===== config.mk =====
export PLATFORM = sky130hd
export DESIGN_NAME = smo_muting
export DESIGN_NICKNAME = d
export VERILOG_FILES = /design/src/smo_pkg.sv /design/src/smo_muting.sv
export SDC_FILE = /design/constraint.sdc
export NUM_CORES = 1
export LEC_CHECK = 0
export ABC_AREA = 1
export ABC_CLOCK_PERIOD_IN_PS = 3400
export BUFFER_PORTS_ARGS = -buffer_cell sky130_fd_sc_hd__buf_2
export CAP_MARGIN = 20
export CELL_PAD_IN_SITES_DETAIL_PLACEMENT = 1
export CELL_PAD_IN_SITES_GLOBAL_PLACEMENT = 2
export CORE_MARGIN = 3
export CORE_UTILIZATION = 38
export CTS_CLUSTER_DIAMETER = 200
export DETAILED_ROUTE_END_ITERATION = 8
export PLACE_DENSITY = 0.92
export SLEW_MARGIN = 20
export SYNTH_ARGS = -nofsm -noshare
export SYNTH_HDL_FRONTEND = slang
export SYNTH_SLANG_ARGS = --single-unit

===== constraint.sdc =====
create_clock -name core_clk -period 3.4 [get_ports core_clk]
set_input_delay 0.51 -clock core_clk [delete_from_list [all_inputs] [get_ports core_clk]]
set_output_delay 0.51 -clock core_clk [all_outputs]
set_load 0.02 [all_outputs]

===== src/smo_pkg.sv =====
package smo_pkg;
	// ****************************************
	// timing
	// ****************************************
	localparam int unsigned CLK_PERIOD_NS   = 10;
	localparam int unsigned NS_PER_MS       = 1_000_000;
	localparam int unsigned STEP_MS         = 10;
	localparam int unsigned TICK_CYCLES_DEF = (STEP_MS * NS_PER_MS) / CLK_PERIOD_NS;
	localparam int unsigned HALF_SEC_MS     = 500;
	localparam int unsigned STEPS_PER_HALF  = HALF_SEC_MS / STEP_MS;
	// ****************************************
	// widths and setpoint defaults
	// ****************************************
	localparam int          N_CH     = 2;
	localparam int          DISC_W   = 6;
	localparam int          LONG_W   = 8;
	localparam int          SYNC_W   = 9;
	localparam int          SUB_W    = 6;
	localparam int unsigned DISC_DEF_MS     = 30;
	localparam int unsigned LONG_DEF_MS     = 60_000;
	localparam int unsigned SYNC_DEF_MS     = 3_000;
	localparam logic [DISC_W-1:0] DISC_DEF  = DISC_W'(DISC_DEF_MS / STEP_MS);
	localparam logic [LONG_W-1:0] LONG_DEF  = LONG_W'(LONG_DEF_MS / HALF_SEC_MS);
	localparam logic [SYNC_W-1:0] SYNC_DEF  = SYNC_W'(SYNC_DEF_MS / STEP_MS);
	localparam logic [SUB_W-1:0]  SUB_LAST  = SUB_W'(STEPS_PER_HALF - 1);
	// ****************************************
	// types
	// ****************************************
	typedef enum logic [1:0] {
		SMO_POSITION,
		SMO_PARALLEL,
		SMO_FORWARD,
		SMO_BIDIR
	} smo_mode_t;
	typedef enum logic {
		SMO_LC_EQUIV,
		SMO_LC_COMPL
	} smo_curtain_t;
	typedef enum logic [1:0] {
		SMO_OV_UNUSED,
		SMO_OV_SINGLE,
		SMO_OV_EQUIV,
		SMO_OV_COMPL
	} smo_ovr_t;
	typedef enum logic [1:0] {
		SMO_IDLE,
		SMO_MUTE,
		SMO_OVR
	} smo_state_t;
endpackage


===== src/smo_muting.sv =====
`timescale 1ns/10ps
`default_nettype none
module smo_muting #(
	parameter int unsigned TICK_CYCLES = smo_pkg::TICK_CYCLES_DEF
) (
	// clock and reset
	input  wire logic                        core_clk,
	input  wire logic                        arst_n,
	// configuration
	input  wire smo_pkg::smo_curtain_t       cfgCurtainType,
	input  wire smo_pkg::smo_ovr_t           cfgOverrideType,
	input  wire smo_pkg::smo_mode_t          cfgMutingMode,
	input  wire logic [smo_pkg::DISC_W-1:0]  cfgCurtainDiscTime,
	input  wire logic [smo_pkg::DISC_W-1:0]  cfgOverrideDiscTime,
	input  wire logic [smo_pkg::LONG_W-1:0]  cfgMaxOverrideTime,
	input  wire logic [smo_pkg::LONG_W-1:0]  cfgMaxMutingTime,
	input  wire logic [smo_pkg::SYNC_W-1:0]  cfgSyncTime,
	input  wire logic                        runMode,
	// field inputs
	input  wire logic                        curtainCh1,
	input  wire logic                        curtainCh2,
	input  wire logic                        overrideCh1,
	input  wire logic                        overrideCh2,
	input  wire logic                        muteSensor11,
	input  wire logic                        muteSensor12,
	input  wire logic                        muteSensor21,
	input  wire logic                        muteSensor22,
	// outputs
	output var  logic                        outputEnable,
	output var  logic                        mutingStatus,
	output var  logic                        overrideStatus,
	output var  logic                        faultPresent,
	output var  logic                        syncError,
	output var  logic                        sequenceError,
	output var  logic                        curtainDiscError,
	output var  logic                        overrideDiscError
);
	localparam int TICK_W = $clog2(TICK_CYCLES + 1);
	localparam logic [TICK_W-1:0] TICK_LAST = TICK_W'(TICK_CYCLES - 1);

	// ****************************************
	// 10 ms time base
	// ****************************************
	logic [TICK_W-1:0] tickCnt;
	logic              tick;

	always_ff @(posedge core_clk or negedge arst_n) begin
		if (!arst_n) begin
			tickCnt <= '0;
			tick    <= 1'b0;
		end else if (tickCnt == TICK_LAST) begin
			tickCnt <= '0;
			tick    <= 1'b1; // all setpoints count this step
		end else begin
			tickCnt <= tickCnt + 1'b1;
			tick    <= 1'b0;
		end
	end

	// ****************************************
	// input decoding
	// ****************************************
	logic curtainAct;
	logic curtainIdle;
	logic ovrAct;
	logic mismatch [smo_pkg::N_CH];
	logic [smo_pkg::DISC_W-1:0] discTime [smo_pkg::N_CH];
	logic discOver [smo_pkg::N_CH];

	assign discTime[0] = cfgCurtainDiscTime;
	assign discTime[1] = cfgOverrideDiscTime;

	always_comb begin
		unique case (cfgCurtainType)
			smo_pkg::SMO_LC_EQUIV: begin
				curtainAct  = curtainCh1 & curtainCh2;
				curtainIdle = !curtainCh1 & !curtainCh2;
			end
			smo_pkg::SMO_LC_COMPL: begin
				curtainAct  = curtainCh1 & !curtainCh2;
				curtainIdle = !curtainCh1 & curtainCh2;
			end
		endcase
		mismatch[0] = !curtainAct & !curtainIdle;
		unique case (cfgOverrideType)
			smo_pkg::SMO_OV_UNUSED: begin
				ovrAct      = 1'b0;
				mismatch[1] = 1'b0;
			end
			smo_pkg::SMO_OV_SINGLE: begin
				ovrAct      = overrideCh1;
				mismatch[1] = 1'b0;
			end
			smo_pkg::SMO_OV_EQUIV: begin
				ovrAct      = overrideCh1 & overrideCh2;
				mismatch[1] = overrideCh1 ^ overrideCh2;
			end
			smo_pkg::SMO_OV_COMPL: begin
				ovrAct      = overrideCh1 & !overrideCh2;
				mismatch[1] = overrideCh1 ~^ overrideCh2;
			end
		endcase
	end

	// ****************************************
	// discrepancy timers
	// ****************************************
	for (genvar i = 0; i < smo_pkg::N_CH; i++) begin : g_disc
		logic [smo_pkg::DISC_W-1:0] cnt;
		always_ff @(posedge core_clk or negedge arst_n) begin
			if (!arst_n) begin
				cnt <= '0;
			end else if (!mismatch[i]) begin
				cnt <= '0;
			end else if (tick && cnt != '1) begin
				cnt <= cnt + 1'b1;
			end
		end
		// zero setpoint disables the
		assign discOver[i] = mismatch[i] && (discTime[i] != '0) &&
			(cnt >= discTime[i]);
	end

	logic curtainOn;
	logic overrideOn;
	assign curtainOn  = curtainAct & !curtainDiscError;
	assign overrideOn = ovrAct & !overrideDiscError;

	// ****************************************
	// sensor pairs and history
	// ****************************************
	logic pairA [smo_pkg::N_CH];
	logic pairB [smo_pkg::N_CH];
	logic syncOver [smo_pkg::N_CH];
	logic prev11;
	logic prev12;
	logic prev21;
	logic prev22;
	logic prevCurtain;
	logic prevRun;

	assign pairA[0] = muteSensor11;
	assign pairB[0] = muteSensor12;
	assign pairA[1] = muteSensor21;
	assign pairB[1] = muteSensor22;

	for (genvar p = 0; p < smo_pkg::N_CH; p++) begin : g_sync
		logic [smo_pkg::SYNC_W-1:0] cnt;
		logic                       used;
		always_ff @(posedge core_clk or negedge arst_n) begin
			if (!arst_n) begin
				cnt <= '0;
			end else if (pairA[p] == pairB[p]) begin
				cnt <= '0;
			end else if (tick && cnt != '1) begin
				cnt <= cnt + 1'b1;
			end
		end
		// second pair is sync-checked only in both-direction mode
		assign used = (p == 0) ? (cfgMutingMode != smo_pkg::SMO_POSITION) :
			(cfgMutingMode == smo_pkg::SMO_BIDIR);
		assign syncOver[p] = used && (pairA[p] != pairB[p]) &&
			(cnt >= cfgSyncTime);
	end

	always_ff @(posedge core_clk or negedge arst_n) begin
		if (!arst_n) begin
			prev11      <= 1'b0;
			prev12      <= 1'b0;
			prev21      <= 1'b0;
			prev22      <= 1'b0;
			prevCurtain <= 1'b0;
			prevRun     <= 1'b0;
		end else begin
			prev11      <= muteSensor11;
			prev12      <= muteSensor12;
			prev21      <= muteSensor21;
			prev22      <= muteSensor22;
			prevCurtain <= curtainOn;
			prevRun     <= runMode;
		end
	end

	logic anyOn;
	logic allOff;
	logic rise12;
	logic rise21;
	logic rise22;
	logic curtainFall;
	logic runEntry;
	assign anyOn  = muteSensor11 | muteSensor12 | muteSensor21 | muteSensor22;
	assign allOff = !anyOn;
	assign rise12 = muteSensor12 & !prev12;
	assign rise21 = muteSensor21 & !prev21;
	assign rise22 = muteSensor22 & !prev22;
	assign curtainFall = prevCurtain & !curtainOn;
	assign runEntry    = runMode & !prevRun;

	// ****************************************
	// sequence tracking
	// ****************************************
	smo_pkg::smo_state_t state;
	smo_pkg::smo_state_t nextState;
	logic armed;
	logic inOrder;
	logic outOrder;
	logic dirOut;

	// a fresh start needs every sensor clear first
	always_ff @(posedge core_clk or negedge arst_n) begin
		if (!arst_n) begin
			armed    <= 1'b0;
			inOrder  <= 1'b0;
			outOrder <= 1'b0;
		end else begin
			if (allOff) begin
				armed <= 1'b1;
			end else if (state == smo_pkg::SMO_IDLE &&
				nextState != smo_pkg::SMO_IDLE) begin
				armed <= 1'b0;
			end
			if (allOff) begin
				inOrder <= 1'b0;
			end else if (armed && muteSensor11 && !muteSensor12 &&
				!prev12) begin
				inOrder <= 1'b1;
			end
			if (allOff) begin
				outOrder <= 1'b0;
			end else if (armed && cfgMutingMode == smo_pkg::SMO_BIDIR &&
				muteSensor22 && !muteSensor21 && !prev21) begin
				outOrder <= 1'b1;
			end
		end
	end

	logic inStart;
	logic outStart;
	logic seqStart;
	logic seqSet;
	logic mutingStart;
	logic ovrStart;
	always_comb begin
		inStart  = muteSensor11 & muteSensor12 & inOrder;
		outStart = muteSensor22 & muteSensor21 & outOrder;
		unique case (cfgMutingMode)
			smo_pkg::SMO_POSITION: seqStart = muteSensor11;
			smo_pkg::SMO_PARALLEL: seqStart = inStart;
			smo_pkg::SMO_FORWARD:  seqStart = inStart;
			smo_pkg::SMO_BIDIR:    seqStart = inStart | outStart;
		endcase
		seqStart = seqStart & armed & curtainOn;
		mutingStart = seqStart & outputEnable & !faultPresent &
			!syncError & !curtainDiscError & !overrideDiscError;
		ovrStart = anyOn & !curtainAct & overrideOn;
		seqSet = 1'b0;
		if (state == smo_pkg::SMO_IDLE && armed) begin
			if (cfgMutingMode == smo_pkg::SMO_POSITION) begin
				seqSet = curtainFall & !muteSensor11;
			end else begin
				seqSet = (rise12 & !prev11 & !outOrder) |
					(curtainFall & anyOn);
			end
			if (cfgMutingMode == smo_pkg::SMO_FORWARD) begin
				seqSet = seqSet | ((rise21 | rise22) & !(prev11 & prev12));
			end
			if (cfgMutingMode == smo_pkg::SMO_BIDIR) begin
				seqSet = seqSet | (rise21 & !prev22 & !inOrder);
			end
		end
		seqSet = seqSet | (runEntry & !curtainOn);
	end

	// ****************************************
	// muting and override state
	// ****************************************
	logic [smo_pkg::SUB_W-1:0]  subCnt;
	logic [smo_pkg::LONG_W-1:0] halfCnt;
	logic endCond;
	logic muteExpired;
	logic ovrExpired;

	always_comb begin
		unique case (cfgMutingMode)
			smo_pkg::SMO_POSITION: endCond = !muteSensor11;
			smo_pkg::SMO_PARALLEL:
				endCond = !muteSensor11 | !muteSensor12;
			smo_pkg::SMO_FORWARD:
				endCond = !muteSensor11 & !muteSensor12 &
					!muteSensor21;
			smo_pkg::SMO_BIDIR:
				endCond = dirOut ?
					(!muteSensor12 & !muteSensor21 & !muteSensor22) :
					(!muteSensor11 & !muteSensor12 &
					!muteSensor21);
		endcase
		muteExpired = (cfgMaxMutingTime != '0) &&
			(halfCnt >= cfgMaxMutingTime);
		ovrExpired = halfCnt >= cfgMaxOverrideTime;
		nextState = state;
		unique case (state)
			smo_pkg::SMO_IDLE: begin
				if (mutingStart) begin
					nextState = smo_pkg::SMO_MUTE;
				end else if (ovrStart) begin
					nextState = smo_pkg::SMO_OVR;
				end
			end
			smo_pkg::SMO_MUTE: begin
				if (endCond || muteExpired || curtainDiscError ||
					overrideDiscError) begin
					nextState = smo_pkg::SMO_IDLE;
				end
			end
			smo_pkg::SMO_OVR: begin
				if (allOff || ovrExpired || !overrideOn) begin
					nextState = smo_pkg::SMO_IDLE;
				end
			end
			default: nextState = smo_pkg::SMO_IDLE;
		endcase
	end

	always_ff @(posedge core_clk or negedge arst_n) begin
		if (!arst_n) begin
			state  <= smo_pkg::SMO_IDLE;
			dirOut <= 1'b0;
		end else begin
			state <= nextState;
			if (state == smo_pkg::SMO_IDLE && mutingStart) begin
				dirOut <= cfgMutingMode == smo_pkg::SMO_BIDIR && !inStart;
			end
		end
	end

	// run time in half seconds, restarted on every entry
	always_ff @(posedge core_clk or negedge arst_n) begin
		if (!arst_n) begin
			subCnt  <= '0;
			halfCnt <= '0;
		end else if (state == smo_pkg::SMO_IDLE) begin
			subCnt  <= '0;
			halfCnt <= '0;
		end else if (tick) begin
			if (subCnt == smo_pkg::SUB_LAST) begin
				subCnt <= '0;
				if (halfCnt != '1) begin
					halfCnt <= halfCnt + 1'b1;
				end
			end else begin
				subCnt <= subCnt + 1'b1;
			end
		end
	end

	// ****************************************
	// error flags, set beats clear
	// ****************************************
	always_ff @(posedge core_clk or negedge arst_n) begin
		if (!arst_n) begin
			curtainDiscError  <= 1'b0;
			overrideDiscError <= 1'b0;
			syncError         <= 1'b0;
			sequenceError     <= 1'b0;
			faultPresent      <= 1'b0;
		end else begin
			curtainDiscError  <= discOver[0] |
				(curtainDiscError & !curtainIdle);
			overrideDiscError <= discOver[1] |
				(overrideDiscError & (mismatch[1] | ovrAct));
			syncError     <= syncOver[0] | syncOver[1] |
				(syncError & !allOff);
			sequenceError <= seqSet | (sequenceError & !seqStart);
			faultPresent  <= (runEntry & !curtainOn) |
				(state == smo_pkg::SMO_IDLE && !curtainOn &&
				(sequenceError | syncError)) |
				(faultPresent & !curtainOn);
		end
	end

	// ****************************************
	// outputs
	// ****************************************
	always_ff @(posedge core_clk or negedge arst_n) begin
		if (!arst_n) begin
			outputEnable   <= 1'b0;
			mutingStatus   <= 1'b0;
			overrideStatus <= 1'b0;
		end else begin
			// curtain ignored while muted or overridden
			outputEnable   <= (nextState != smo_pkg::SMO_IDLE) |
				(curtainOn & !(sequenceError & !prevCurtain));
			mutingStatus   <= nextState != smo_pkg::SMO_IDLE;
			overrideStatus <= nextState == smo_pkg::SMO_OVR;
		end
	end
endmodule
`default_nettype wire


Yosys cells after proc, flatten, opt, wreduce, memory -nomap -nowiden
Cells that the tools add are included.
W data, S select, Z words.
{ "totals": {"mem_bits_rw": 0, "rom_bits": 0, "ff_bits": 85, "input_bits": 53, "latchBits": 0, "memories": 0} }
{ "op_classes": {"n_eq_ne": 25, "n_shift": 0, "div": 0, "bitwise": 70, "mul": 0, "reduce_logical": 75, "n_mux": 41, "order_cmp": 6, "addsub": 7} }
{ "op_table": {"columns": ["cell", "n"], "rows": [
  ["$and A1 B1 Y1", 47],
  ["$mux W6", 7],
  ["$mux W9", 4],
  ["$mux W8", 4],
  ["$logic_not A1 Y1", 28],
  ["$logic_and A1 B1 Y1", 26],
  ["$add A20 B1 Y20 const B", 1],
  ["$eq A20 B20 Y1 const B", 1],
  ["$mux W20", 1],
  ["$or A1 B1 Y1", 20],
  ["$add A6 B1 Y6 const B", 3],
  ["$add A9 B1 Y9 const B", 2],
  ["$ge A9 B9 Y1", 2],
  ["$ne A9 B9 Y1 const B", 2],
  ["$ge A8 B8 Y1", 2],
  ["$mux W1", 14],
  ["$reduce_bool A2 Y1", 7],
  ["$eq A2 B2 Y1 const B", 6],
  ["$ge A6 B6 Y1", 2],
  ["$ne A6 B6 Y1 const B", 2],
  ["$reduce_bool A6 Y1", 2],
  ["$ne A2 B1 Y1 const B", 5],
  ["$add A8 B1 Y8 const B", 1],
  ["$mux W2", 4],
  ["other kinds (17)", 31]
]} }

Longest topological paths before layout
{ "depth": {"ltp_word": 18, "mapped_depth": 15} }

Least setup slack after synthesis
Ideal clock, no wire load.
{ "synth_timing": {"path_kind": "flip-flop to flip-flop", "startpoint": "register g_sync[0].cnt[1] in the netlist's numbering", "endpoint": "register g_sync[0].cnt[7] in the netlist's numbering", "arrival_time_ns": 1.686, "stages_incl_launch_ff": 13, "setup_ns": 0.123, "path_slack_ns": 1.591, "required_ns": 3.277, "period_less_slack_ns": 1.809, "n_path_buf": 0, "path_cell_list": "dfrtp_1 ha_1 inv_1 nor4_1 ha_1 nor2_1 inv_2 nor3_1 nand2_1 inv_2 nand3_1 nor3_1 nor3_1"} }
{ "synth_between": {"elab_chain_cells": 3} }
{ "synth_lines": {"columns": ["item", "line", "rtl"], "rows": [
  ["start: declaration", "smo_muting.sv:148", "logic [smo_pkg::SYNC_W-1:0] cnt;"],
  ["start signal: assignment", "smo_muting.sv:156", "cnt <= cnt + 1'b1;"],
  ["$add A9 B1 Y9 / $ne A9 B9 Y1 (equally long branches)", "smo_muting.sv:156, smo_muting.sv:155", null],
  ["$mux W9 / $logic_and A1 B1 Y1 (equally long branches)", "smo_muting.sv:155", "end else if (tick && cnt != '1) begin"],
  ["$mux W9 / $reduce_bool A2 Y1 (equally long branches)", null, null]
]} }
Parallel ways exist; a longest one is shown, timed or not. The select of a mux whose other input is x is not followed.
A chain may end at the register's enable or synchronous reset.

Worst setup path after layout
Same ends and word-level chain as after synthesis.

==> reports/summary.json <==
{
  "vias": 5074,
  "timing.final.setup_violations": 0,
  "cts_inserted_buffers": 9,
  "cts_post_setup_buffers_inserted": 0,
  "postCtsHoldBufs": 0,
  "worstPathCellList": "ha_1 > inv_1 > nor4_1 > ha_1 > nor2_1 > inv_2 > nor3_1 > nand2_1 > inv_2 > nand3_1 > nor3_1 > nor3_1",
  "cts.reportedPaths.clkPinSlew_ps": 60,
  "drt_pass1_iterations": 4,
  "cell_with_the_most_instances_after_synthesis": "inv_1",
  "grt_max_degree": 69,
  "library_cell_occupying_the_most_area_in_the_post_synthesis_netlist": "dfrtp_1",
  "summed_area_of_non_filler_cells_in_the_final_layout_sq_um": 6550,
  "rr_startpoint": "g_sync[0].cnt[1]$_DFFE_PN0P_",
  "grt_pass1_vias": 5535,
  "post_dp_cell_area_sq_um": 6200,
  "run_status": "complete, no violations",
  "clock-sinks": 85,
  "cts-resized-gates": 0,
  "num_antenna_cells": 0,
  "synth_async_sr_flop_share": 1.00,
  "ys.warnings.count": 0,
  "synth-seq-area-share": 0.375,
  "timing.critical_path.buf_inv": 3,
  "core_region_area_sq_um": 14200,
  "slowest_delay_ps": 410,
  "grt_first_pass_wirelength_um": 25400,
  "gr-usage-all-layers": 0.190,
  "max_cap_violation_count": 0,
  "p_switching_mw": 0.622,
  "power_switching_share": 0.250,
  "wl_per_cell_um": 15.0,
  "crit_slowest_cell": "dfrtp_1",
  "htreeDepth": 3,
  "setup-tns-final_ps": 0,
  "seq_area_sq_um": 2130,
  "final_hold_viol_count": 0,
  "synth_cells": 729,
  "required_ps": 3630,
  "yosys-top-cells-area": "dfrtp_1 38%, ha_1 14%, inv_1 8.7%",
  "fill_cells": 1786,
  "rows": 43,
  "multi_input_comb_area_sq_um": 2990,
  "final_net_count": 917,
  "initial_antenna_violation_count": 0,
  "critPathKind": "flip-flop to flip-flop",
  "endpoint_kind": "flip-flop",
  "worst_pin_slew_ps": 911,
  "pwr_density_nw_per_um2": 380,
  "die_area_sq_um": 16400,
  "power.leakage_nw": 3.40,
  "synth.net_count": 845,
  "relSlewSlack": 0.393,
  "fmaxAchievable_mhz": 468,
  "critical_path_maximum_fanout": 7,
  "yosys.area.top_type_share": 0.375,
  "yosys_most_used_dff": "dfrtp_1",
  "synth_enable_flop_cells": 0,
  "post-route-min-period_ps": 2140,
  "cp-start-kind": "flip-flop",
  "critPathMostFrequentCell": "nor3_1",
  "ir_drop_mv": 0.217,
  "synthToLayoutAreaGrowth_pct": 15.7,
  "synth_area_per_cell_sq_um": 7.77,
  "clock_power_share": 0.462,
  "placement.io_buffers": 60,
  "floorplan.initialDensity": 0.399,
  "worstHoldPathType": "input port to async pin",
  "ioPinCount": 61,
  "netlist_area_sq_um": 5670,
  "place_hpwl_um": 12000,
  "die_y_um": 128,
  "grt_setup_unrepaired": "no",
  "power.combinational.fraction": 0.112,
  "cell_internal_pwr_mw": 1.87,
  "grt_remaining_overflow": 0,
  "synth.ff_latch_count": 85,
  "antenna_violating_nets_remaining": 0,
  "clock_path_buffers": 2,
  "drt_drc_violations_left": 0,
  "die_width_um": 128,
  "worstSkewPairLatency_ps": 340,
  "first_iter_violations": 173,
  "critPathTopFamily": "simple AND/OR/NAND/NOR gates",
  "cts_tree": "done",
  "gp_routability_congestion": 0.839,
  "finalMaxSlewViolations": 0,
  "finClkSkew_ps": 6.32,
  "layout_worst_path_cycle_share": 0.628,
  "yosys_cell_types": 40,
  "critical_path_data_arrival_time_ps": 2370,
  "proportion_of_layout_cells_with_a_drive_suffix_above_1": 0.138,
  "vias_per_cell": 5.15,
  "detail_route.wirelength_um": 14800,
  "setup.worst_path.start": "g_sync[0].cnt[1]$_DFFE_PN0P_",
  "synth_commonest_cells": "131 x inv_1, 121 x nand2_1, 85 x dfrtp_1, 66 x nor2_1, 63 x ha_1",
  "seqPwrFrac": 0.426,
  "root_buffer": "clkbuf_16"
}
registers in the layout, summed over array words and instances, names as in the netlist, 2 cells and up:
signal / flops
g_sync.cnt: 18
g_disc.cnt: 12
halfCnt: 8
subCnt: 6
tickCnt: 20
state: 2
worst paths after layout:
kind | to | slack (ps) | cells past startpoint
hold reg to reg | tickCnt[4]$_DFF_PN0_ | 510 | 1
setup / recovery | g_sync[0].cnt[7]$_DFFE_PN0P_ | 1260 | 12
min in group core_clk | prevRun$_DFF_PN0_ | 320 | 1
hold / removal | g_sync[1].cnt[4]$_DFFE_PN0P_ | 270 | 1
max in group asynchronous | mutingStatus$_DFF_PN0_ | 2400 | 2
setup reg to reg | g_sync[0].cnt[7]$_DFFE_PN0P_ | 1260 | 12
routing by layer:
metal,wire length (um),vias to the layer above,GRT usage
li1,-,2533,-
met1,6740,2465,0.233
met2,7390,57,0.336
met3,378,19,0.0250
met4,329,0,0.0743
met5,0,-,0
cell usage in the layout, fill, tap and decap left out, types with 5 or more instances in the layout:
cell type | netlist | final
nand2_1 | 121 | 121
dfrtp_1 | 85 | 85
clkbuf_16 | 0 | 9
buf_2 | 1 | 59
ha_1 | 63 | 63
nand4_1 | 19 | 19
inv_1 | 131 | 131
a21oi_1 | 48 | 48
o21ai_0 | 34 | 34
nor4_1 | 9 | 9
nor3_1 | 25 | 25
nand2_2 | 5 | 5
xor2_1 | 18 | 18
nor2_1 | 66 | 66
nand3_1 | 34 | 34
inv_2 | 12 | 12
o21ai_1 | 5 | 5
nand3b_1 | 5 | 5
power by group through the flow:
| stage | clock network [mW] | registers [mW] | logic (mW) |
|---|---|---|---|
| floorplan | 0 | 1.08 | 0.150 |
| global placement | 0 | 1.08 | 0.265 |
| detailed placement | 0 | 1.08 | 0.282 |
| CTS | 1.19 | 1.06 | 0.284 |
| global route | 1.23 | 1.07 | 0.323 |
| finish | 1.15 | 1.06 | 0.278 |
worst register-to-register path: cells and delay by family, from the launching register on:
family,cells,cell delay (ps)
simple gates,7,950
fa+ha+maj,2,370
buf+inv,3,300
flops,1,410
area by class of cell:
type                            instances  area share
Clock buffer                           10      0.0365
Timing Repair Buffer                   62      0.0485
Multi-Input combinational cell        497       0.456
Inverter                              146      0.0836
Clock inverter                          6      0.0168
Sequential cell                        85       0.325
Tap cell                              180      0.0344
cells by family after synthesis:
family,after synthesis,synth area share
AND/OR/NAND/NOR,303,0.249
adder cells (fa/ha/maj),63,0.139
flip-flops,85,0.375
AO/OA/AOI/OAI,112,0.110
XOR/XNOR,19,0.0294
buffers and inverters,147,0.0976
stage by stage:
step	total power [mW]	setup WS (ps)	hold WS (ps)	utilization	instances
after floorplan	1.23	1590	214	-	729
after global placement	1.35	1260	493	0.437	970
after detailed placement	1.36	1240	507	0.437	970
after CTS	2.53	1260	304	0.461	986
after global routing	2.62	990	319	0.461	986
final	2.49	1260	271	0.461	986
(Power assumes the default switching activity.)
